==> src/rtl/mds_pkg.sv <==
// package: constants and types for the memory data switch and its cycle timing
package mds_pkg;

   // ----------------------------------------------------------------
   // widths and byte lanes
   // ----------------------------------------------------------------
   localparam int DATA_W   = 64;              // full data path
   localparam int HALF_W   = 32;              // one inner or outer word
   localparam int BYTE_W   = 8;               // one holding slice
   localparam int N_SLICE  = 8;               // eight byte slices
   // slice membership, bit i = slice i+1; outer = 1,6,7,8; inner = 2..5
   localparam logic [7:0] OUTER_SLICES = 8'hE1;
   localparam logic [7:0] INNER_SLICES = 8'h1E;

   // ----------------------------------------------------------------
   // timing figures in nanoseconds
   // ----------------------------------------------------------------
   localparam int CLK_NS        = 50;         // 20 MHz clock period
   localparam int STAGE_NS      = 50;         // one tapped delay stage
   localparam int TAP_NS        = 5;          // tap resolution
   localparam int N_STAGES      = 12;         // chained delay stages
   localparam int VAR_MAX_NS    = 50;         // adjustable delay ceiling
   localparam int WORD_LATCH_NS = 40;         // word enable capture
   localparam int STROBE_NS     = 55;         // holding latch strobe
   localparam int STROBE_W_NS   = 8;          // strobe pulse width
   localparam int RDSEL_NS      = 130;        // read select latch
   localparam int XFER_SET_NS   = 165;        // transfer enable set
   localparam int XFER_CLR_NS   = 265;        // transfer enable reset
   localparam int OUT_SET_NS    = 270;        // output enable set
   localparam int OUT_CLR_NS    = 370;        // output enable reset
   localparam int MEM_VALID_NS  = 225;        // memory read data valid
   localparam int ELEM_VALID_NS = 235;        // element read data valid
   localparam int WR_HOLD_NS    = 250;        // memory write data valid

   // ----------------------------------------------------------------
   // derived cycle counts (least times round up, at least one)
   // ----------------------------------------------------------------
   function automatic int ns_up(input int ns);
      int c;
      c = (ns + CLK_NS - 1) / CLK_NS;
      return (c < 1) ? 1 : c;
   endfunction : ns_up

   localparam int CNT_W = 4;                  // cycle counter width
   localparam logic [3:0] WORD_LATCH_CYC = 4'(ns_up(WORD_LATCH_NS));
   localparam logic [3:0] STROBE_CYC     = 4'(ns_up(STROBE_NS));
   localparam logic [3:0] RDSEL_CYC      = 4'(ns_up(RDSEL_NS));
   localparam logic [3:0] XFER_SET_CYC   = 4'(ns_up(XFER_SET_NS));
   localparam logic [3:0] XFER_CLR_CYC   = 4'(ns_up(XFER_CLR_NS));
   localparam logic [3:0] OUT_SET_CYC    = 4'(ns_up(OUT_SET_NS));
   localparam logic [3:0] OUT_CLR_CYC    = 4'(ns_up(OUT_CLR_NS));
   localparam logic [3:0] MEM_VALID_CYC  = 4'(ns_up(MEM_VALID_NS));
   localparam logic [3:0] ELEM_VALID_CYC = 4'(ns_up(ELEM_VALID_NS));
   localparam logic [3:0] WR_END_CYC     = 4'(ns_up(STROBE_NS + WR_HOLD_NS));
   localparam logic [3:0] CYCLE_END_CYC  = 4'(ns_up(N_STAGES * STAGE_NS));
   localparam logic [3:0] CNT_ONE        = 4'h1;
   localparam logic [3:0] CNT_ZERO       = 4'h0;

   // ----------------------------------------------------------------
   // cycle sequencer states
   // ----------------------------------------------------------------
   typedef enum logic [1:0] {
      MDS_IDLE,
      MDS_RUN
   } mds_state_t;

endpackage : mds_pkg

==> src/rtl/mds_cycle_timer.sv <==
// cycle timer: counts clock periods from the cycle initiate
`timescale 1ns/1ns
module mds_cycle_timer (
   // clock and reset
   input  wire logic                    clock,
   input  wire logic                    rst_n,
   // control
   input  wire logic                    cycleStart,
   // position in the cycle
   output logic [mds_pkg::CNT_W-1:0]    cycleCount,
   output logic                         cycleBusy
);

   mds_pkg::mds_state_t state;        // sequencer state
   mds_pkg::mds_state_t next_state;   // next sequencer state

   // ----------------------------------------------------------------
   // sequencer: idle until initiate, run to end of chain
   // ----------------------------------------------------------------
   always_comb begin
      next_state = state;
      case (state)
         mds_pkg::MDS_IDLE: begin
            if (cycleStart) begin
               next_state = mds_pkg::MDS_RUN;
            end
         end
         mds_pkg::MDS_RUN: begin
            // a fresh initiate restarts; end only at chain tail
            if (!cycleStart && cycleCount == mds_pkg::CYCLE_END_CYC) begin
               next_state = mds_pkg::MDS_IDLE;
            end
         end
         default: next_state = mds_pkg::MDS_IDLE;
      endcase
   end

   always_ff @(posedge clock or negedge rst_n) begin
      if (!rst_n) begin
         state <= mds_pkg::MDS_IDLE;
      end else begin
         state <= next_state;
      end
   end

   // ----------------------------------------------------------------
   // counter: count 1 is the cycle after the initiate
   // ----------------------------------------------------------------
   always_ff @(posedge clock or negedge rst_n) begin
      if (!rst_n) begin
         cycleCount <= mds_pkg::CNT_ZERO;
      end else if (cycleStart) begin
         cycleCount <= mds_pkg::CNT_ONE;
      end else if (state == mds_pkg::MDS_RUN && cycleCount != mds_pkg::CYCLE_END_CYC) begin
         cycleCount <= cycleCount + mds_pkg::CNT_ONE;
      end else if (next_state == mds_pkg::MDS_IDLE) begin
         cycleCount <= mds_pkg::CNT_ZERO;
      end
   end

   assign cycleBusy = (state == mds_pkg::MDS_RUN);

endmodule : mds_cycle_timer

==> src/rtl/mds_byte_slice.sv <==
// byte slice: one holding latch with source steering
`timescale 1ns/1ns
module mds_byte_slice (
   // clock and reset
   input  wire logic                       clock,
   input  wire logic                       rst_n,
   // steering
   input  wire logic                       strobe,
   input  wire logic                       wordEnable,
   input  wire logic                       elementSel,
   input  wire logic                       ioSel,
   // data
   input  wire logic [mds_pkg::BYTE_W-1:0] elementByte,
   input  wire logic [mds_pkg::BYTE_W-1:0] ioByte,
   output logic      [mds_pkg::BYTE_W-1:0] heldByte
);

   // ----------------------------------------------------------------
   // holding latch; element path needs its word enable, io does not
   // ----------------------------------------------------------------
   always_ff @(posedge clock or negedge rst_n) begin
      if (!rst_n) begin
         heldByte <= '0;
      end else if (strobe) begin
         if (elementSel && wordEnable) begin
            heldByte <= elementByte;
         end else if (ioSel) begin
            heldByte <= ioByte;
         end
      end
   end

endmodule : mds_byte_slice

==> src/rtl/mds_switch.sv <==
// top: 64-bit memory data switch with cycle timing chain
`timescale 1ns/1ns
module mds_switch (
   // clock and reset
   input  wire logic                       clock,
   input  wire logic                       rst_n,
   // cycle control from the processing element
   input  wire logic                       cycle_initiate,
   input  wire logic                       readWrite,
   input  wire logic                       transferCycle,
   input  wire logic                       outerWordRequest,
   input  wire logic                       innerWordRequest,
   // source and destination decode
   input  wire logic                       element_source_select,
   input  wire logic                       io_sub_write_select,
   input  wire logic                       buffer_read_select,
   input  wire logic                       io_sub_read_select,
   // data inputs
   input  wire logic [mds_pkg::DATA_W-1:0] element_write_data_in,
   input  wire logic [mds_pkg::DATA_W-1:0] io_sub_write_data_in,
   input  wire logic [mds_pkg::DATA_W-1:0] memory_read_data_in,
   // data outputs
   output logic      [mds_pkg::DATA_W-1:0] memory_write_data_out,
   output logic                            memoryWriteValid,
   output logic      [mds_pkg::DATA_W-1:0] element_read_data_out,
   output logic                            elementReadValid,
   output logic      [mds_pkg::DATA_W-1:0] buffer_io_out_data,
   // timing and status
   output logic                            holding_latch_strobe,
   output logic                            transfer_enable_gate,
   output logic                            output_enable_gate,
   output logic                            outer_word_enable_latched,
   output logic                            inner_word_enable_latched,
   output logic                            buffer_read_select_latched,
   output logic                            ioReadSelectLatched,
   output logic                            cycleBusy
);

   // ----------------------------------------------------------------
   // synchronisers for pin inputs
   // ----------------------------------------------------------------
   localparam int N_CTL = 9;                          // synchronised control lines
   logic [N_CTL-1:0] ctlMeta;                         // first stage, read only by ctlSync
   logic [N_CTL-1:0] ctlSync;                         // second stage
   logic [mds_pkg::DATA_W-1:0] elemMeta;              // element data stage one
   logic [mds_pkg::DATA_W-1:0] elemSync;              // element data stage two
   logic [mds_pkg::DATA_W-1:0] ioMeta;                // io data stage one
   logic [mds_pkg::DATA_W-1:0] ioSync;                // io data stage two
   logic [mds_pkg::DATA_W-1:0] memMeta;               // memory data stage one
   logic [mds_pkg::DATA_W-1:0] memSync;               // memory data stage two

   // data buses share the same two-stage delay as controls, so the
   // relative cycle timing of pins is kept through the crossing
   always_ff @(posedge clock or negedge rst_n) begin
      if (!rst_n) begin
         ctlMeta  <= '0;
         ctlSync  <= '0;
         elemMeta <= '0;
         elemSync <= '0;
         ioMeta   <= '0;
         ioSync   <= '0;
         memMeta  <= '0;
         memSync  <= '0;
      end else begin
         ctlMeta  <= {cycle_initiate, readWrite, transferCycle, outerWordRequest, innerWordRequest,
                      element_source_select, io_sub_write_select, buffer_read_select, io_sub_read_select};
         ctlSync  <= ctlMeta;
         elemMeta <= element_write_data_in;
         elemSync <= elemMeta;
         ioMeta   <= io_sub_write_data_in;
         ioSync   <= ioMeta;
         memMeta  <= memory_read_data_in;
         memSync  <= memMeta;
      end
   end

   // named views of the synchronised controls
   logic initiateS;       // cycle initiate
   logic writeCycleS;     // high requests write
   logic transferS;       // transfer cycle
   logic outerReqS;       // outer word request
   logic innerReqS;       // inner word request
   logic elemSelS;        // element is the source
   logic ioWrSelS;        // io is the write source
   logic bufRdSelS;       // buffer is read destination
   logic ioRdSelS;        // io is read destination
   assign {initiateS, writeCycleS, transferS, outerReqS, innerReqS,
           elemSelS, ioWrSelS, bufRdSelS, ioRdSelS} = ctlSync;

   // ----------------------------------------------------------------
   // cycle start and timing chain
   // ----------------------------------------------------------------
   logic                       initiateDly;   // previous initiate level
   logic                       cycleStart;    // one pulse per initiate
   logic [mds_pkg::CNT_W-1:0]  cycleCount;    // position in the cycle

   // the initiate is one clock wide, but an edge keeps a held line
   // from restarting the cycle on every clock
   always_ff @(posedge clock or negedge rst_n) begin
      if (!rst_n) begin
         initiateDly <= 1'b0;
      end else begin
         initiateDly <= initiateS;
      end
   end
   assign cycleStart = initiateS && !initiateDly;

   // one shared counter stands in for the chained delay stages;
   // each tap below is a compare against its count
   mds_cycle_timer u_timer (
      .clock      (clock),
      .rst_n      (rst_n),
      .cycleStart (cycleStart),
      .cycleCount (cycleCount),
      .cycleBusy  (cycleBusy)
   );

   // compare helper, each delay-line tap becomes one of these
   function automatic logic at_tap(input logic [mds_pkg::CNT_W-1:0] cnt,
                                   input logic [mds_pkg::CNT_W-1:0] tap);
      return cnt == tap;
   endfunction : at_tap

   logic tapWordLatch;   // word request capture point
   logic tapStrobe;      // holding strobe point
   logic tapRdSel;       // read select capture point
   logic tapXferSet;     // transfer enable set
   logic tapXferClr;     // transfer enable reset
   logic tapOutSet;      // output enable set
   logic tapOutClr;      // output enable reset
   logic tapMemValid;    // memory data valid point
   logic tapElemValid;   // element data valid point
   logic tapWrEnd;       // end of write data window

   // taps that share a count fire in the same clock; which one
   // acts first is settled by the process that reads them
   assign tapWordLatch = at_tap(cycleCount, mds_pkg::WORD_LATCH_CYC);
   assign tapStrobe    = at_tap(cycleCount, mds_pkg::STROBE_CYC);
   assign tapRdSel     = at_tap(cycleCount, mds_pkg::RDSEL_CYC);
   assign tapXferSet   = at_tap(cycleCount, mds_pkg::XFER_SET_CYC);
   assign tapXferClr   = at_tap(cycleCount, mds_pkg::XFER_CLR_CYC);
   assign tapOutSet    = at_tap(cycleCount, mds_pkg::OUT_SET_CYC);
   assign tapOutClr    = at_tap(cycleCount, mds_pkg::OUT_CLR_CYC);
   assign tapMemValid  = at_tap(cycleCount, mds_pkg::MEM_VALID_CYC);
   assign tapElemValid = at_tap(cycleCount, mds_pkg::ELEM_VALID_CYC);
   assign tapWrEnd     = at_tap(cycleCount, mds_pkg::WR_END_CYC);

   // ----------------------------------------------------------------
   // word enable latches
   // ----------------------------------------------------------------
   // captured once per cycle; io bytes are written without them, element bytes need them
   always_ff @(posedge clock or negedge rst_n) begin
      if (!rst_n) begin
         outer_word_enable_latched <= 1'b0;
         inner_word_enable_latched <= 1'b0;
      end else if (tapWordLatch) begin
         outer_word_enable_latched <= outerReqS;
         inner_word_enable_latched <= innerReqS;
      end
   end

   // ----------------------------------------------------------------
   // read select latches
   // ----------------------------------------------------------------
   // set at 130 ns, held until output enable period has passed
   always_ff @(posedge clock or negedge rst_n) begin
      if (!rst_n) begin
         buffer_read_select_latched <= 1'b0;
         ioReadSelectLatched        <= 1'b0;
      end else if (tapRdSel) begin
         buffer_read_select_latched <= bufRdSelS && !writeCycleS;
         ioReadSelectLatched        <= ioRdSelS && !writeCycleS;
      end else if (tapOutClr) begin
         buffer_read_select_latched <= 1'b0;
         ioReadSelectLatched        <= 1'b0;
      end
   end

   // ----------------------------------------------------------------
   // holding latch strobe
   // ----------------------------------------------------------------
   // 8 ns cannot be made at 20 MHz; one clock period is the shortest
   always_ff @(posedge clock or negedge rst_n) begin
      if (!rst_n) begin
         holding_latch_strobe <= 1'b0;
      end else begin
         holding_latch_strobe <= tapStrobe && (writeCycleS || transferS);
      end
   end

   // ----------------------------------------------------------------
   // byte slices of the holding register
   // ----------------------------------------------------------------
   logic [mds_pkg::DATA_W-1:0] elemLevels;   // internal sense of element data
   logic [mds_pkg::DATA_W-1:0] heldWord;     // holding register contents
   logic [mds_pkg::N_SLICE-1:0] sliceEnable; // per slice word enable

   // element pins are positive logic; the inside works negative
   assign elemLevels = ~elemSync;

   always_comb begin
      for (int s = 0; s < mds_pkg::N_SLICE; s++) begin
         sliceEnable[s] = (mds_pkg::OUTER_SLICES[s] && outer_word_enable_latched) ||
                          (mds_pkg::INNER_SLICES[s] && inner_word_enable_latched);
      end
   end

   for (genvar g = 0; g < mds_pkg::N_SLICE; g++) begin : g_slice
      mds_byte_slice u_slice (
         .clock       (clock),
         .rst_n       (rst_n),
         .strobe      (holding_latch_strobe),
         .wordEnable  (sliceEnable[g]),
         .elementSel  (elemSelS),
         .ioSel       (ioWrSelS && !transferS),
         .elementByte (elemLevels[g*mds_pkg::BYTE_W +: mds_pkg::BYTE_W]),
         .ioByte      (ioSync[g*mds_pkg::BYTE_W +: mds_pkg::BYTE_W]),
         .heldByte    (heldWord[g*mds_pkg::BYTE_W +: mds_pkg::BYTE_W])
      );
   end

   // ----------------------------------------------------------------
   // write data to element memory
   // ----------------------------------------------------------------
   // driven from the strobe until the 250 ns window has run out
   always_ff @(posedge clock or negedge rst_n) begin
      if (!rst_n) begin
         memoryWriteValid <= 1'b0;
      end else if (tapWrEnd) begin
         memoryWriteValid <= 1'b0;
      end else if (holding_latch_strobe && writeCycleS && !transferS) begin
         memoryWriteValid <= 1'b1;
      end
   end
   // the holding register drives the memory bus directly; the valid
   // flag frames the window in which memory may take it
   assign memory_write_data_out = heldWord;

   // ----------------------------------------------------------------
   // transfer and output enable flip-flops
   // ----------------------------------------------------------------
   // each gate is a set/reset pair on two taps; set is tested first,
   // though the two taps of one gate never share a count
   // transfer gate opens only in transfer cycles
   always_ff @(posedge clock or negedge rst_n) begin
      if (!rst_n) begin
         transfer_enable_gate <= 1'b0;
      end else if (tapXferSet && transferS) begin
         transfer_enable_gate <= 1'b1;
      end else if (tapXferClr) begin
         transfer_enable_gate <= 1'b0;
      end
   end

   // output gate opens only in read cycles; its set tap shares a
   // count with the transfer reset, which is harmless as the two
   // gates never run in the same cycle
   always_ff @(posedge clock or negedge rst_n) begin
      if (!rst_n) begin
         output_enable_gate <= 1'b0;
      end else if (tapOutSet && !writeCycleS && !transferS) begin
         output_enable_gate <= 1'b1;
      end else if (tapOutClr) begin
         output_enable_gate <= 1'b0;
      end
   end

   // ----------------------------------------------------------------
   // read data capture and element read path
   // ----------------------------------------------------------------
   // read word feeds the buffer side through the output gate
   logic [mds_pkg::DATA_W-1:0] readWord;   // memory word held for the cycle

   // sampled once it is valid, held into the next cycle
   always_ff @(posedge clock or negedge rst_n) begin
      if (!rst_n) begin
         readWord <= '0;
      end else if (tapMemValid && !writeCycleS && !transferS) begin
         readWord <= memSync;
      end
   end

   // element copy comes straight from the synchronised bus: its tap
   // falls on the same count as the readWord capture, and readWord
   // would still hold the word of the cycle before
   // the valid flag holds over following reads and drops when a
   // write starts, so a write cycle never shows a stale read as valid
   always_ff @(posedge clock or negedge rst_n) begin
      if (!rst_n) begin
         element_read_data_out <= '0;
         elementReadValid      <= 1'b0;
      end else if (tapElemValid && !writeCycleS && !transferS) begin
         element_read_data_out <= memSync;
         elementReadValid      <= 1'b1;
      end else if (cycleStart && writeCycleS) begin
         elementReadValid      <= 1'b0;
      end
   end

   // ----------------------------------------------------------------
   // read/transfer selector toward buffer and io
   // ----------------------------------------------------------------
   // transfer data is tested first; the gates never overlap, so the
   // priority only matters if the taps are ever moved together
   // the bus keeps its last word when neither gate is open
   always_ff @(posedge clock or negedge rst_n) begin
      if (!rst_n) begin
         buffer_io_out_data <= '0;
      end else if (transfer_enable_gate) begin
         buffer_io_out_data <= heldWord;
      end else if (output_enable_gate) begin
         buffer_io_out_data <= readWord;
      end
   end

endmodule : mds_switch

==> config.mk <==
export PLATFORM = sky130hd
export DESIGN_NAME = mds_switch
export DESIGN_NICKNAME = d
export VERILOG_FILES = /design/src/rtl/mds_pkg.sv /design/src/rtl/mds_cycle_timer.sv /design/src/rtl/mds_byte_slice.sv /design/src/rtl/mds_switch.sv
export SDC_FILE = /design/constraint.sdc
export NUM_CORES = 1
export LEC_CHECK = 0
export BUFFER_PORTS_ARGS = -buffer_cell sky130_fd_sc_hd__buf_4
export CAP_MARGIN = 20
export CORE_ASPECT_RATIO = 0.7
export CORE_MARGIN = 2
export CORE_UTILIZATION = 54
export CTS_CLUSTER_SIZE = 20
export DETAILED_ROUTE_END_ITERATION = 8
export PLACE_DENSITY_LB_ADDON = 0.05
export REMOVE_ABC_BUFFERS = 1
export SLEW_MARGIN = 25
export SYNTH_ARGS = -nofsm -noshare
export SYNTH_HDL_FRONTEND = slang
export SYNTH_SLANG_ARGS = --single-unit
==> constraint.sdc <==
create_clock -name clock -period 2.2 [get_ports clock]
set_clock_uncertainty 0.1 [all_clocks]
set_input_delay 0.66 -clock clock [delete_from_list [all_inputs] [get_ports clock]]
set_output_delay 0.66 -clock clock [all_outputs]
set_load 0.01 [all_outputs]
== Yosys cells after proc, flatten, opt, wreduce, memory -nomap -nowiden ==
Index checks and enable logic that the tools add are counted.

* Add/subtract/negate cells: 1
* Equality and inequality tests: 11
* Mux-type cells: 34
* Bitwise gates (word level): 1
* Reduce and logical (&&, ||, !) cells: 35

{| class="wikitable"
|+ Operators by type and width
! cell !! count
|-
| 2-to-1 mux 64 bit || 2
|-
| 2-to-1 mux 8 bit || 16
|-
| NOT 64 bit || 1
|-
| logical AND 1 bit || 17
|-
| == test 4 x 3 -> 1 bit (second input constant) || 4
|-
| nonzero test 2 bit || 8
|-
| 2-to-1 mux 4 bit || 3
|-
| 2-to-1 mux 1 bit || 10
|-
| == test 4 x 2 -> 1 bit (second input constant) || 2
|-
| == test 4 bit (second input constant) || 2
|-
| adder 4 x 1 -> 4 bit (second input constant) || 1
|-
| == test 4 x 1 -> 1 bit (second input constant) || 1
|-
| logical NOT 1 bit || 4
|-
| logical NOT 2 bit || 2
|-
| 2-to-1 mux 2 bit || 2
|-
| != test 4 bit (second input constant) || 1
|-
| case mux 2 bit (2 select lines) || 1
|-
| AND reduction 2 bit || 2
|-
| nonzero test 3 bit || 1
|-
| == test 2 x 1 -> 1 bit (second input constant) || 1
|-
| logical OR 1 bit || 1
|}

* Register bits: 610
* Input port bits: 203
* Logic and storage cells: 112

== Depth between registers and ports, before layout ==
Gate-level depths: netlist of run 1.

* Depth in word-level cells: 10
* Mapped depth: 6

== Cells and area by module ==
A second synthesis of run 1 with hierarchy kept.

* Cell total of the unflattened synthesis: 1183
* Area total of the unflattened synthesis: 19548.7 sq um

{| class="wikitable"
|+ By module, submodules not included
! module !! instances !! cells each !! area an instance (sq um) !! sequential area each (sq um)
|-
| mds_switch || 1 || 918 || 16220.6 || 13513.0
|-
| mds_byte_slice || 8 || 30 || 382.9 || 200.2
|-
| mds_cycle_timer || 1 || 25 || 265.3 || 150.1
|}

== Least setup slack after synthesis of run 1 ==
OpenSTA, ideal clock, no wires.

* Path kind: register to register
* Start: reg ctlSync[6]
* End: reg g_slice[0].u_slice.heldByte[1] in the netlist's numbering
* Library setup time: 128 ps
* Data arrival time: 1357 ps
* Slack: 616 ps
* Stages on the path, launching flop included: 5
* Buffers on the path: 1
* Cells stage by stage: dfrtp_1 > nand2b_2 > a21boi_4 > buf_6 > mux2_1

* Cells in the longest elaborated chain, start to end: 4

{| class="wikitable"
|+ Ends and longest elaborated chain
! element !! RTL line !! text
|-
| start, declared || mds_switch.sv:44 || <nowiki>logic [N_CTL-1:0] ctlSync;</nowiki>
|-
| start signal, assigned || mds_switch.sv:67 || <nowiki>ctlSync <= ctlMeta;</nowiki>
|-
| logical NOT 1 bit || mds_switch.sv:215 || <nowiki>.ioSel (ioWrSelS && !transferS),</nowiki>
|-
| logical AND 1 bit || mds_switch.sv:215 ||
|-
| nonzero test 2 bit (no line) || -- ||
|-
| AND reduction 2 bit (no line) || -- ||
|-
| end signal, assigned || mds_byte_slice.sv:26 || <nowiki>heldByte <= elementByte;</nowiki>
|-
| end signal, assigned || mds_byte_slice.sv:28 || <nowiki>heldByte <= ioByte;</nowiki>
|-
| end, declared || mds_byte_slice.sv:15 || <nowiki>output logic [mds_pkg::BYTE_W-1:0] heldByte</nowiki>
|}

No other way between the ends.
A chain may end at the register's enable or synchronous reset.

== Worst setup path after layout of run 1 ==
* Start: reg u_timer.state[1]
* End: out cycleBusy

* Cells in the longest elaborated chain, start to end: 1

{| class="wikitable"
|+ Ends and longest elaborated chain
! element !! RTL line !! text
|-
| start, declared || mds_cycle_timer.sv:14 || <nowiki>mds_pkg::mds_state_t state;</nowiki>
|-
| start signal, assigned || mds_cycle_timer.sv:40 || <nowiki>state <= mds_pkg::MDS_IDLE;</nowiki>
|-
| start signal, assigned || mds_cycle_timer.sv:42 || <nowiki>state <= next_state;</nowiki>
|-
| == test 2 x 1 -> 1 bit || mds_cycle_timer.sv:61 || <nowiki>assign cycleBusy = (state == mds_pkg::MDS_RUN);</nowiki>
|-
| end, declared || mds_switch.sv:36 || <nowiki>output logic cycleBusy</nowiki>
|}

No other way between the ends.

==> run_results.csv, run 1 <==
group,metric,value,unit
clock_tree,clk_pin_slew,60,ps
clock_tree,cts_resized,0,
timing,setup_ws,123.8,ps
logic_synthesis,yosys.area_share.simple,1.968,%
setup_path,r2r_slack,390,ps
placed_design,port_buffers,404,
logic_synthesis,synth-seq-cells,610,
final_layout,syn2layout_area_growth,28.80,%
setup_path,timing.critical_path.from,"u_timer.state[1]",
global_routing,grt_pass1_vias,10850,
clock_tree,root_buffer,"clkbuf_16",
logic_synthesis,synth_top_cell_by_area,"dfrtp_1",
setup_path,arrival,1320,ps
detailed_routing,wirelength,41710,µm
pwr,ir_drop,746.6,µV
clock_tree,cts_tree,"yes",
detailed_routing,wirelength_met1,17540,µm
logic_synthesis,synth_fa_ha_area_share,0.2532,%
logic_synthesis,synthMuxAreaShare,15.34,%
detailed_routing,firstDrtPassIters,4,
setup_path,end_kind,"output port",
floorplan,num_io_pins,405,
pwr,p_per_area,940.2,nW/µm²
detailed_routing,viasPerCell,4.889,
final_layout,mostFrequentLayoutCells,"608 x dfrtp_1, 420 x buf_4, 127 x mux2i_1, 79 x mux2_4",
setup_path,r2r_start,"u_timer.cycleCount[0]",
detailed_routing,drtAntennaViolNets,0,
timing,fin_crit_sh,94.37,%
final_layout,final_common_cell,"dfrtp_1",
clock_tree,cts_max_level,2,
final_layout,nFillCells,2456,
logic_synthesis,syn_avg_cell_area,17.16,µm²
global_routing,gr-usage-all-layers,22.46,%
logic_synthesis,synthCells,1152,
clock_tree,clk_latency,570,ps
logic_synthesis,synth_top_family_by_area,"multiplexers",
detailed_routing,drc,0,
placed_design,place_area,23570,µm²
clock_tree,clock-sinks,610,
floorplan,num_rows,58,
logic_synthesis,synth_compound_area_share,2.278,%
logic_synthesis,synth_area,19770,µm²
logic_synthesis,seq_area_frac_synth,77.22,%
clock_tree,cts_buffers,53,
worst_hold_path,holdCritStartpoint,"memory_read_data_in[10]",
timing,tightest_slew,656.8,ps
pwr,p_total,23.94,mW
detailed_routing,maxUsedRoutingLayer,"met4",
setup_path,setup.worst_path.class,"flop to output port",
logic_synthesis,synthDistinctLibCells,34,
setup_path,critPathRequiredTime,1440,ps
logic_synthesis,netlist.area_leader.share,77.22,%
final_layout,stdcell_area,25460,µm²
clock_tree,cts.path.max_buffers,3,
floorplan,core_area,35990,µm²
placed_design,post-place-ws,399.8,ps
global_routing,grt-ovfl-total,0,
global_routing,antenna_found_initial,2,
logic_synthesis,ys.warnings.count,0,
job,maxCapViolCount,0,
timing,rsz0062_at_grt,"no",
global_routing,grt_pass1_wl,63830,µm
setup_path,critPathMaxFanout,3,
logic_synthesis,synth_xor_area_share,0.08861,%
logic_synthesis,ys_top_cells_by_area,"dfrtp_1 77%, mux2i_1 6.4%, mux2_4 6.0%, mux2_2 2.3%, o21ai_0 1.7%",
worst_hold_path,hold_class,"input port to flop",
floorplan,fp.dieW,232.7,µm
floorplan,die_area,38180,µm²
timing,setup_viol,0,
setup_path,cp_slowest_stage_delay,380,ps
setup_path,cp-start-kind,"flop",
detailed_routing,drt-wirelength-per-cell,19.59,µm
timing,setup-tns-final,0,ps
timing,slew_violations,0,
final_layout,drive_above_1_share,39.89,%
detailed_routing,via_count,10410,
pwr,p_leak,12.89,nW
floorplan,die_h,164.1,µm
placed_design,dpl.hpwl,28290,µm
floorplan,initial_core_util,54.92,%
final_layout,fin_util,70.74,%
final_layout,nets,1809,
global_routing,grt_max_degree,130,
timing,fmaxAchievable,0.4817,GHz
setup_path,worstPathCellList,"nor2b_1 -> buf_4",
detailed_routing,drt_iter0_drc,494,
detailed_routing,dr_wl_met3,2785,µm
run_status,status,"finished, final reports clean",
timing,period_needed,2076,ps
detailed_routing,wl_met2,20330,µm
placed_design,finalWeightedCongestion,0.8084,
timing,hold_viol_final,0,
setup_path,cp_slowest_cell,"dfrtp_1",
timing,slew_headroom,56.21,%
[synth_stat cells]
| cell type | n |
|---|---|
| mux2_4 | 79 |
| buf_2 | 8 |
| nand2_2 | 1 |
| mux2_1 | 10 |
| ha_1 | 4 |
| clkbuf_4 | 1 |
| xor2_1 | 1 |
| mux2_2 | 41 |
| buf_4 | 10 |
| nand2b_2 | 1 |
| nand3_1 | 3 |
| nand2_1 | 67 |
| or2_2 | 1 |
| mux2i_1 | 127 |
| nand4b_4 | 1 |
| nor2b_1 | 2 |
| dfrtp_1 | 610 |
| nor2_1 | 3 |
| nor3b_1 | 1 |
| a32o_1 | 1 |
| o21ai_0 | 68 |
| buf_6 | 12 |
| a31oi_1 | 4 |
| nor2_4 | 1 |
| clkbuf_1 | 13 |
| nor4b_1 | 2 |
| a21oi_1 | 4 |
| inv_1 | 68 |
| conb_1 | 1 |
| a22o_1 | 2 |
| nand2_4 | 1 |
| xnor2_1 | 1 |
| a21boi_4 | 2 |
| nand2b_1 | 1 |
[registers in the layout, indices dropped and copies added (netlist names), 2 cells and up]
| register | cells |
|---|---|
| memMeta | 64 |
| u_timer.state | 2 |
| g_slice.u_slice.heldByte | 64 |
| memSync | 64 |
| ioMeta | 64 |
| u_timer.cycleCount | 4 |
| element_read_data_out | 64 |
| elemSync | 64 |
| ioSync | 64 |
| elemMeta | 64 |
| ctlMeta | 9 |
| buffer_io_out_data | 64 |
| ctlSync | 9 |
[stage by stage]
step	std cells	hold slack (ps)
2_1_floorplan	1108	231.2
3_3_place_gp	2025	231.4
3_5_place_dp	2025	234.7
4_1_cts	2127	56.18
5_1_grt	2128	54.85
6_report	2129	83.25
[worst max-delay path: cells and delay by family, from the launching register on]
kind | cells | cell delay (ps)
buf+inv | 1 | 170
flops | 1 | 380
simple gates | 1 | 190
[cell families after synthesis]
group	count (synthesis)
flip-flops	610
AND/OR/NAND/NOR	85
buffers and inverters	112
XOR/XNOR	2
adder cells (fa/ha/maj)	4
multiplexers	257
AO/OA/AOI/OAI	81
other	1
[worst paths after layout]
kind,endpoint,depth (start not counted)
setup / recovery,cycleBusy,2
setup reg to reg,element_read_data_out[7],4
hold / removal,memMeta[10],1
min in group asynchronous,element_read_data_out[29],2
hold reg to reg,elemSync[9],0
max in group asynchronous,buffer_io_out_data[1],4
[repair_timing]
| action | 4_1_cts | 5_1_grt |
|---|---|---|
| endpoints found under the hold margin | 14 | 0 |
| endpoints found under the setup margin | 1 | 0 |
| buffers inserted | 1 | 0 |
| hold buffers | 1 | 0 |
[metal layers]
metal  track usage [%]  vias up
met3             5.729       69
met4             6.514        0
met1             31.25     5362
met5                 0        -
li1                  -     4693
met2             35.59      284
[power by group]
group	switching, mW	internal, mW	leakage [nW]
Sequential	0.412	11.9	7.54
Combinational	0.851	1.03	4.43
Clock	3.96	5.78	0.924
[area by class of cell]
cell class / count / area [µm²] / area share [%]
timing repair buffer: 439 / 3518 / 13.82
inverter: 68 / 255.2 / 1.002
sequential: 610 / 15270 / 59.98
clock buffer: 77 / 1569 / 6.162
tap: 480 / 600.6 / 2.359
clock inverter: 23 / 299.0 / 1.174
multi-input combinational: 430 / 3943 / 15.48
antenna: 2 / 5.005 / 0.01966
(Power assumes the default switching activity.)
==> run 2, diff against run 1 <==
--- a/config.mk
+++ b/config.mk
@@ -8,7 +8,6 @@
 export BUFFER_PORTS_ARGS = -buffer_cell sky130_fd_sc_hd__buf_4
 export CAP_MARGIN = 20
 export CORE_ASPECT_RATIO = 0.7
-export CORE_MARGIN = 2
 export CORE_UTILIZATION = 54
 export CTS_CLUSTER_SIZE = 20
 export DETAILED_ROUTE_END_ITERATION = 8
==> run 2 against run 1 <==
- clock power shrank 7.6%
- cell count grew 0.28%
- flip-flop and latch count is the same
- sequential power is essentially flat
- worst hold slack lost 1.9 ps
- worst setup slack lost 3.9 ps
- largest power group unchanged
- design area shrank 0.14%
- die area shrank 2.1%
- critical path depth is the same
- via count shrank 0.91%
- critical path type unchanged
- highest routed layer is now met5
- critical endpoint unchanged
==> run_results.csv, run 2 (synthesized netlist as in run 1, its figures left out) <==
group,metric,value,unit
run_status,status,"finished, final reports clean",
timing,fin_hold_ws,81.33,ps
detailed_routing,viasPerCell,4.830,
global_routing,gr-usage-all-layers,22.92,%
final_layout,nets,1822,
floorplan,die_area,37390,µm²
clock_tree,cts_tree,"yes",
final_layout,final_common_cell,"dfrtp_1",
floorplan,die_h,162.1,µm
pwr,p_leak,12.88,nW
setup_path,setup.worst_path.class,"flop to output port",
clock_tree,clk_latency,580,ps
global_routing,grt_max_degree,82,
timing,slew_headroom,65.82,%
setup_path,worstPathCellList,"nor2b_1 -> buf_4",
setup_path,critPathMaxFanout,3,
clock_tree,cts_max_level,2,
detailed_routing,drc,0,
timing,slew_violations,0,
setup_path,end_kind,"output port",
timing,period_needed,2080,ps
clock_tree,cts.path.max_buffers,3,
global_routing,antenna_found_initial,4,
timing,fmaxAchievable,0.4807,GHz
floorplan,core_area,35990,µm²
floorplan,num_rows,58,
pwr,p_per_area,912.7,nW/µm²
pwr,ir_drop,1059,µV
placed_design,finalWeightedCongestion,0.8359,
setup_path,arrival,1320,ps
clock_tree,clk_pin_slew,70,ps
setup_path,cp-start-kind,"flop",
timing,hold_viol_final,0,
detailed_routing,drt_iter0_drc,603,
floorplan,initial_core_util,54.92,%
clock_tree,root_buffer,"clkbuf_16",
clock_tree,clock-sinks,610,
clock_tree,cts_buffers,53,
final_layout,syn2layout_area_growth,28.61,%
detailed_routing,firstDrtPassIters,5,
setup_path,cp_slowest_cell,"dfrtp_1",
global_routing,grt_pass1_wl,64020,µm
setup_path,cp_slowest_stage_delay,380,ps
job,maxCapViolCount,0,
placed_design,port_buffers,404,
floorplan,num_io_pins,405,
detailed_routing,wirelength,41470,µm
timing,setup_viol,0,
timing,rsz0062_at_grt,"no",
clock_tree,cts_resized,0,
detailed_routing,via_count,10310,
timing,setup-tns-final,0,ps
setup_path,critPathRequiredTime,1440,ps
final_layout,mostFrequentLayoutCells,"608 x dfrtp_1, 428 x buf_4, 127 x mux2i_1, 79 x mux2_4",
worst_hold_path,hold_class,"input port to flop",
global_routing,grt_pass1_vias,10900,
global_routing,grt-ovfl-total,0,
placed_design,dpl.hpwl,29080,µm
timing,tightest_slew,505.6,ps
detailed_routing,drtAntennaViolNets,0,
final_layout,drive_above_1_share,39.79,%
floorplan,fp.dieW,230.7,µm
timing,fin_crit_sh,94.55,%
detailed_routing,drt-wirelength-per-cell,19.43,µm
-- run 2: cell count changes in the layout (fill, tap and decap cells not counted), sizes merged --
cell | previous run | this run
clkinv | 13 | 10
bufinv | 7 | 4
inv | 69 | 70
diode | 2 | 4
clkbuf | 77 | 75
clkinvlp | 2 | 0
buf | 438 | 451
-- run 2: worst max-delay path, delay by kind of cell, from the launching register on --
family	cells	cell delay, ps
flops	1	380
simple gates	1	200
buf+inv	1	170
-- run 2: final timing paths --
path	from	end	slack (ps)	cells after the start
setup / recovery	u_timer.state[1]	cycleBusy	120	2
hold / removal	io_sub_write_data_in[28]	ioMeta[28]	80	1
setup reg to reg	u_timer.cycleCount[1]	element_read_data_out[29]	200	5
hold reg to reg	elemMeta[12]	elemSync[12]	240	0
max in group asynchronous	rst_n	elemMeta[32]	720	4
min in group asynchronous	rst_n	buffer_io_out_data[38]	470	2
-- run 2: through the flow --
stage               utilization (%)  std cells  setup slack [ps]  power (mW)  cell area, µm²
detailed placement            65.89       2036             194.4       14.45           23720
global route                  70.62       2133             43.66       24.16           25420
floorplan                         -       1108            -772.3       13.08           19460
CTS                           70.55       2128             2.975       23.50           25390
finish                        70.64       2135             119.9       23.21           25430
global placement              65.89       2036             176.8       14.37           23720
-- run 2: power by group --
group / internal (mW) / switching (mW)
clock: 5.13 / 3.88
sequential: 11.9 / 0.398
combinational: 1.05 / 0.853
-- run 2: routing by layer --
metal,global-route usage (%),share of wire (%)
met1,32.32,44
met4,6.592,2.2
met2,35.54,48
met3,6.074,6.5
met5,0,0.031
-- run 2: final cells by class --
| type | count | area, µm² |
|---|---|---|
| flip-flops and latches | 610 | 15270 |
| fillers | 2445 | 10570 |
| multi-input cells | 430 | 3943 |
| repair buffers | 452 | 3679 |
| clock buffers | 75 | 1479 |
| well taps | 480 | 600.6 |
| inverters | 68 | 255.2 |
| clock inverters | 16 | 187.7 |
| diodes | 4 | 10.01 |
-- run 2: repair_timing --
item / in CTS / in global routing
hold buffers: 1 / 0
setup endpoints to repair: 0 / 1
setup buffers: 0 / 3
endpoints found under the hold margin: 25 / 0
==> run 3, diff against run 2 <==
--- a/config.mk
+++ b/config.mk
@@ -5,9 +5,11 @@
 export SDC_FILE = /design/constraint.sdc
 export NUM_CORES = 1
 export LEC_CHECK = 0
+export ABC_AREA = 1
 export BUFFER_PORTS_ARGS = -buffer_cell sky130_fd_sc_hd__buf_4
 export CAP_MARGIN = 20
 export CORE_ASPECT_RATIO = 0.7
+export CORE_MARGIN = 5
 export CORE_UTILIZATION = 54
 export CTS_CLUSTER_SIZE = 20
 export DETAILED_ROUTE_END_ITERATION = 8
==> run 3 against run 2 <==
- sequential power about the same
- clock-buffer cell count grew 6
- global-route usage increased by 3.6 points
- utilization decreased by 0.96 points
- synthesized cell count rose by 46%
- via count up 33%
- worst setup slack lost 61 ps
- fmax fell by 2.9%
- design area rose by 1.6%
- synthesized area up 2.3%
- combinational power about the same
- non-clock buffer count is 6 higher
==> run_results.csv, run 3 <==
group,metric,value,unit
detailed_routing,firstDrtPassIters,5,
timing,period_needed,2142,ps
placed_design,post-place-ws,521.4,ps
logic_synthesis,ys.flop_type,"dfrtp_1",
final_layout,drive_above_1_share,28.44,%
detailed_routing,drt_iter0_drc,1054,
logic_synthesis,synth_top_cell_by_area,"dfrtp_1",
clock_tree,cts_tree,"yes",
detailed_routing,dr_wl_met3,4122,µm
global_routing,grt_pass1_wl,83210,µm
logic_synthesis,netlist.area_leader.share,75.51,%
setup_path,cp.buffers_inverters,1,
floorplan,die_h,171.9,µm
logic_synthesis,synth-edff-count,0,
clock_tree,clock-sinks,610,
detailed_routing,wl_met2,25710,µm
setup_path,setup.worst_path.class,"flop to output port",
timing,fmaxAchievable,0.4670,GHz
final_layout,stdcell_area,25820,µm²
pwr,ir_drop,783.3,µV
logic_synthesis,synth.most_common_cell,"dfrtp_1",
setup_path,cp_slowest_cell,"dfrtp_4",
detailed_routing,drt-wirelength-per-cell,20.85,µm
timing,setup-tns-final,0,ps
global_routing,gr-usage-all-layers,26.48,%
global_routing,antenna_found_initial,6,
global_routing,grt_max_degree,69,
floorplan,die_area,41460,µm²
final_layout,mostFrequentLayoutCells,"605 x dfrtp_1, 533 x nand2_1, 438 x buf_4, 140 x nand3_1, 76 x inv_1",
setup_path,cp-start-kind,"flop",
pwr,p_total,23.39,mW
final_layout,multi_input_area,4193,µm²
timing,setup_viol,0,
placed_design,finalWeightedCongestion,0.8387,
detailed_routing,wirelength,54850,µm
timing,fin_crit_sh,97.34,%
timing,setup_ws,58.49,ps
detailed_routing,drc,0,
timing,hold_viol_final,0,
clock_tree,cts_buffers,54,
final_layout,register_area,15280,µm²
detailed_routing,maxUsedRoutingLayer,"met5",
floorplan,fp.dieW,241.3,µm
global_routing,grt-ovfl-total,0,
timing,slew_violations,0,
pwr,p_leak,13.89,nW
pwr,p_per_area,905.9,nW/µm²
detailed_routing,via_count,13740,
clock_tree,clk_latency,590,ps
placed_design,dp.cells,2526,
setup_path,critPathRequiredTime,1440,ps
logic_synthesis,ys_top_cells_by_area,"dfrtp_1 76%, nand2_1 9.9%, nand3_1 3.5%, o211ai_1 2.3%, nand4_1 2.0%",
floorplan,core_area,37060,µm²
clock_tree,root_buffer,"clkbuf_16",
job,maxCapViolCount,0,
detailed_routing,viasPerCell,5.223,
detailed_routing,drtAntennaViolNets,0,
floorplan,num_io_pins,405,
setup_path,arrival,1380,ps
logic_synthesis,seq_area_frac_synth,75.51,%
clock_tree,cts.path.max_buffers,3,
clock_tree,clk_pin_slew,70,ps
floorplan,initial_core_util,54.55,%
timing,fin_hold_ws,69.70,ps
setup_path,end_kind,"output port",
logic_synthesis,synth_area,20210,µm²
setup_path,worstPathCellList,"buf_4",
logic_synthesis,synthCells,1679,
final_layout,fin_cells,2630,
final_layout,final_common_cell,"dfrtp_1",
final_layout,syn2layout_area_growth,27.74,%
clock_tree,cts_max_level,2,
logic_synthesis,synthTopCellsByCount,"610 x dfrtp_1, 534 x nand2_1, 141 x nand3_1",
final_layout,nFillCells,2626,
logic_synthesis,syn_avg_cell_area,12.04,µm²
logic_synthesis,async_reset_ff_share,100.0,%
timing,tightest_slew,611.3,ps
floorplan,num_rows,59,
final_layout,nets,2305,
setup_path,cp_slowest_stage_delay,610,ps
placed_design,dpl.hpwl,35440,µm
detailed_routing,wirelength_met1,23580,µm
timing,rsz0062_at_grt,"no",
final_layout,fin_util,69.68,%
worst_hold_path,hold_class,"input port to flop",
setup_path,critPathMaxFanout,14,
placed_design,port_buffers,404,
setup_path,crit_family,"flip-flops",
run_status,status,"finished, final reports clean",
timing,slew_headroom,59.25,%
global_routing,grt_pass1_vias,13790,
logic_synthesis,synthDistinctLibCells,25,
placed_design,place_area,24000,µm²
logic_synthesis,synth-seq-cells,610,
logic_synthesis,ys.warnings.count,0,
## run 3: cell families after synthesis
kind of cell | synth area share [%]
AO/OA/AOI/OAI | 2.494
AND/OR/NAND/NOR | 17.81
flip-flops | 75.51
buffers and inverters | 3.918
adder cells (fa/ha/maj) | 0.2476
other | 0.01855
## run 3: area by class of cell
type	count	share of cell area (%)
Sequential cell	610	59.16
Multi-Input combinational cell	894	16.24
Clock inverter	15	0.6009
Tap cell	488	2.365
Inverter	80	1.177
Timing Repair Buffer	458	14.17
Antenna cell	4	0.03877
Clock buffer	81	6.246
## run 3: metal layers
metal  vias to the layer above  GRT usage [%]
met4                         4          7.061
met5                         -              0
met1                      6944          38.82
li1                       6213              -
met3                        91          6.473
met2                       485          40.73
## run 3: path summary, 6_finish.rpt
kind / depth (start not counted) / endpoint / slack (ps) / from
max reg2reg: 5 / buffer_io_out_data[14] / 490 / transfer_enable_gate
min in group asynchronous: 2 / elemMeta[63] / 540 / rst_n
min: 1 / elemMeta[63] / 70 / element_write_data_in[63]
max in group asynchronous: 3 / holding_latch_strobe / 680 / rst_n
min reg2reg: 0 / memSync[6] / 240 / memMeta[6]
max: 1 / holding_latch_strobe / 60 / holding_latch_strobe
## run 3: power breakdown
group | internal, mW | total (mW) | switching, mW
Combinational | 0.790 | 1.88 | 1.08
Clock | 5.30 | 9.35 | 4.05
Sequential | 11.8 | 12.2 | 0.355
## run 3: what timing repair did
item	in CTS	in global routing
endpoints found under the hold margin	25	0
setup buffers	1	2
resized for setup	1	2
pin swaps	0	0
hold buffers	1	0
endpoints found under the setup margin	2	2
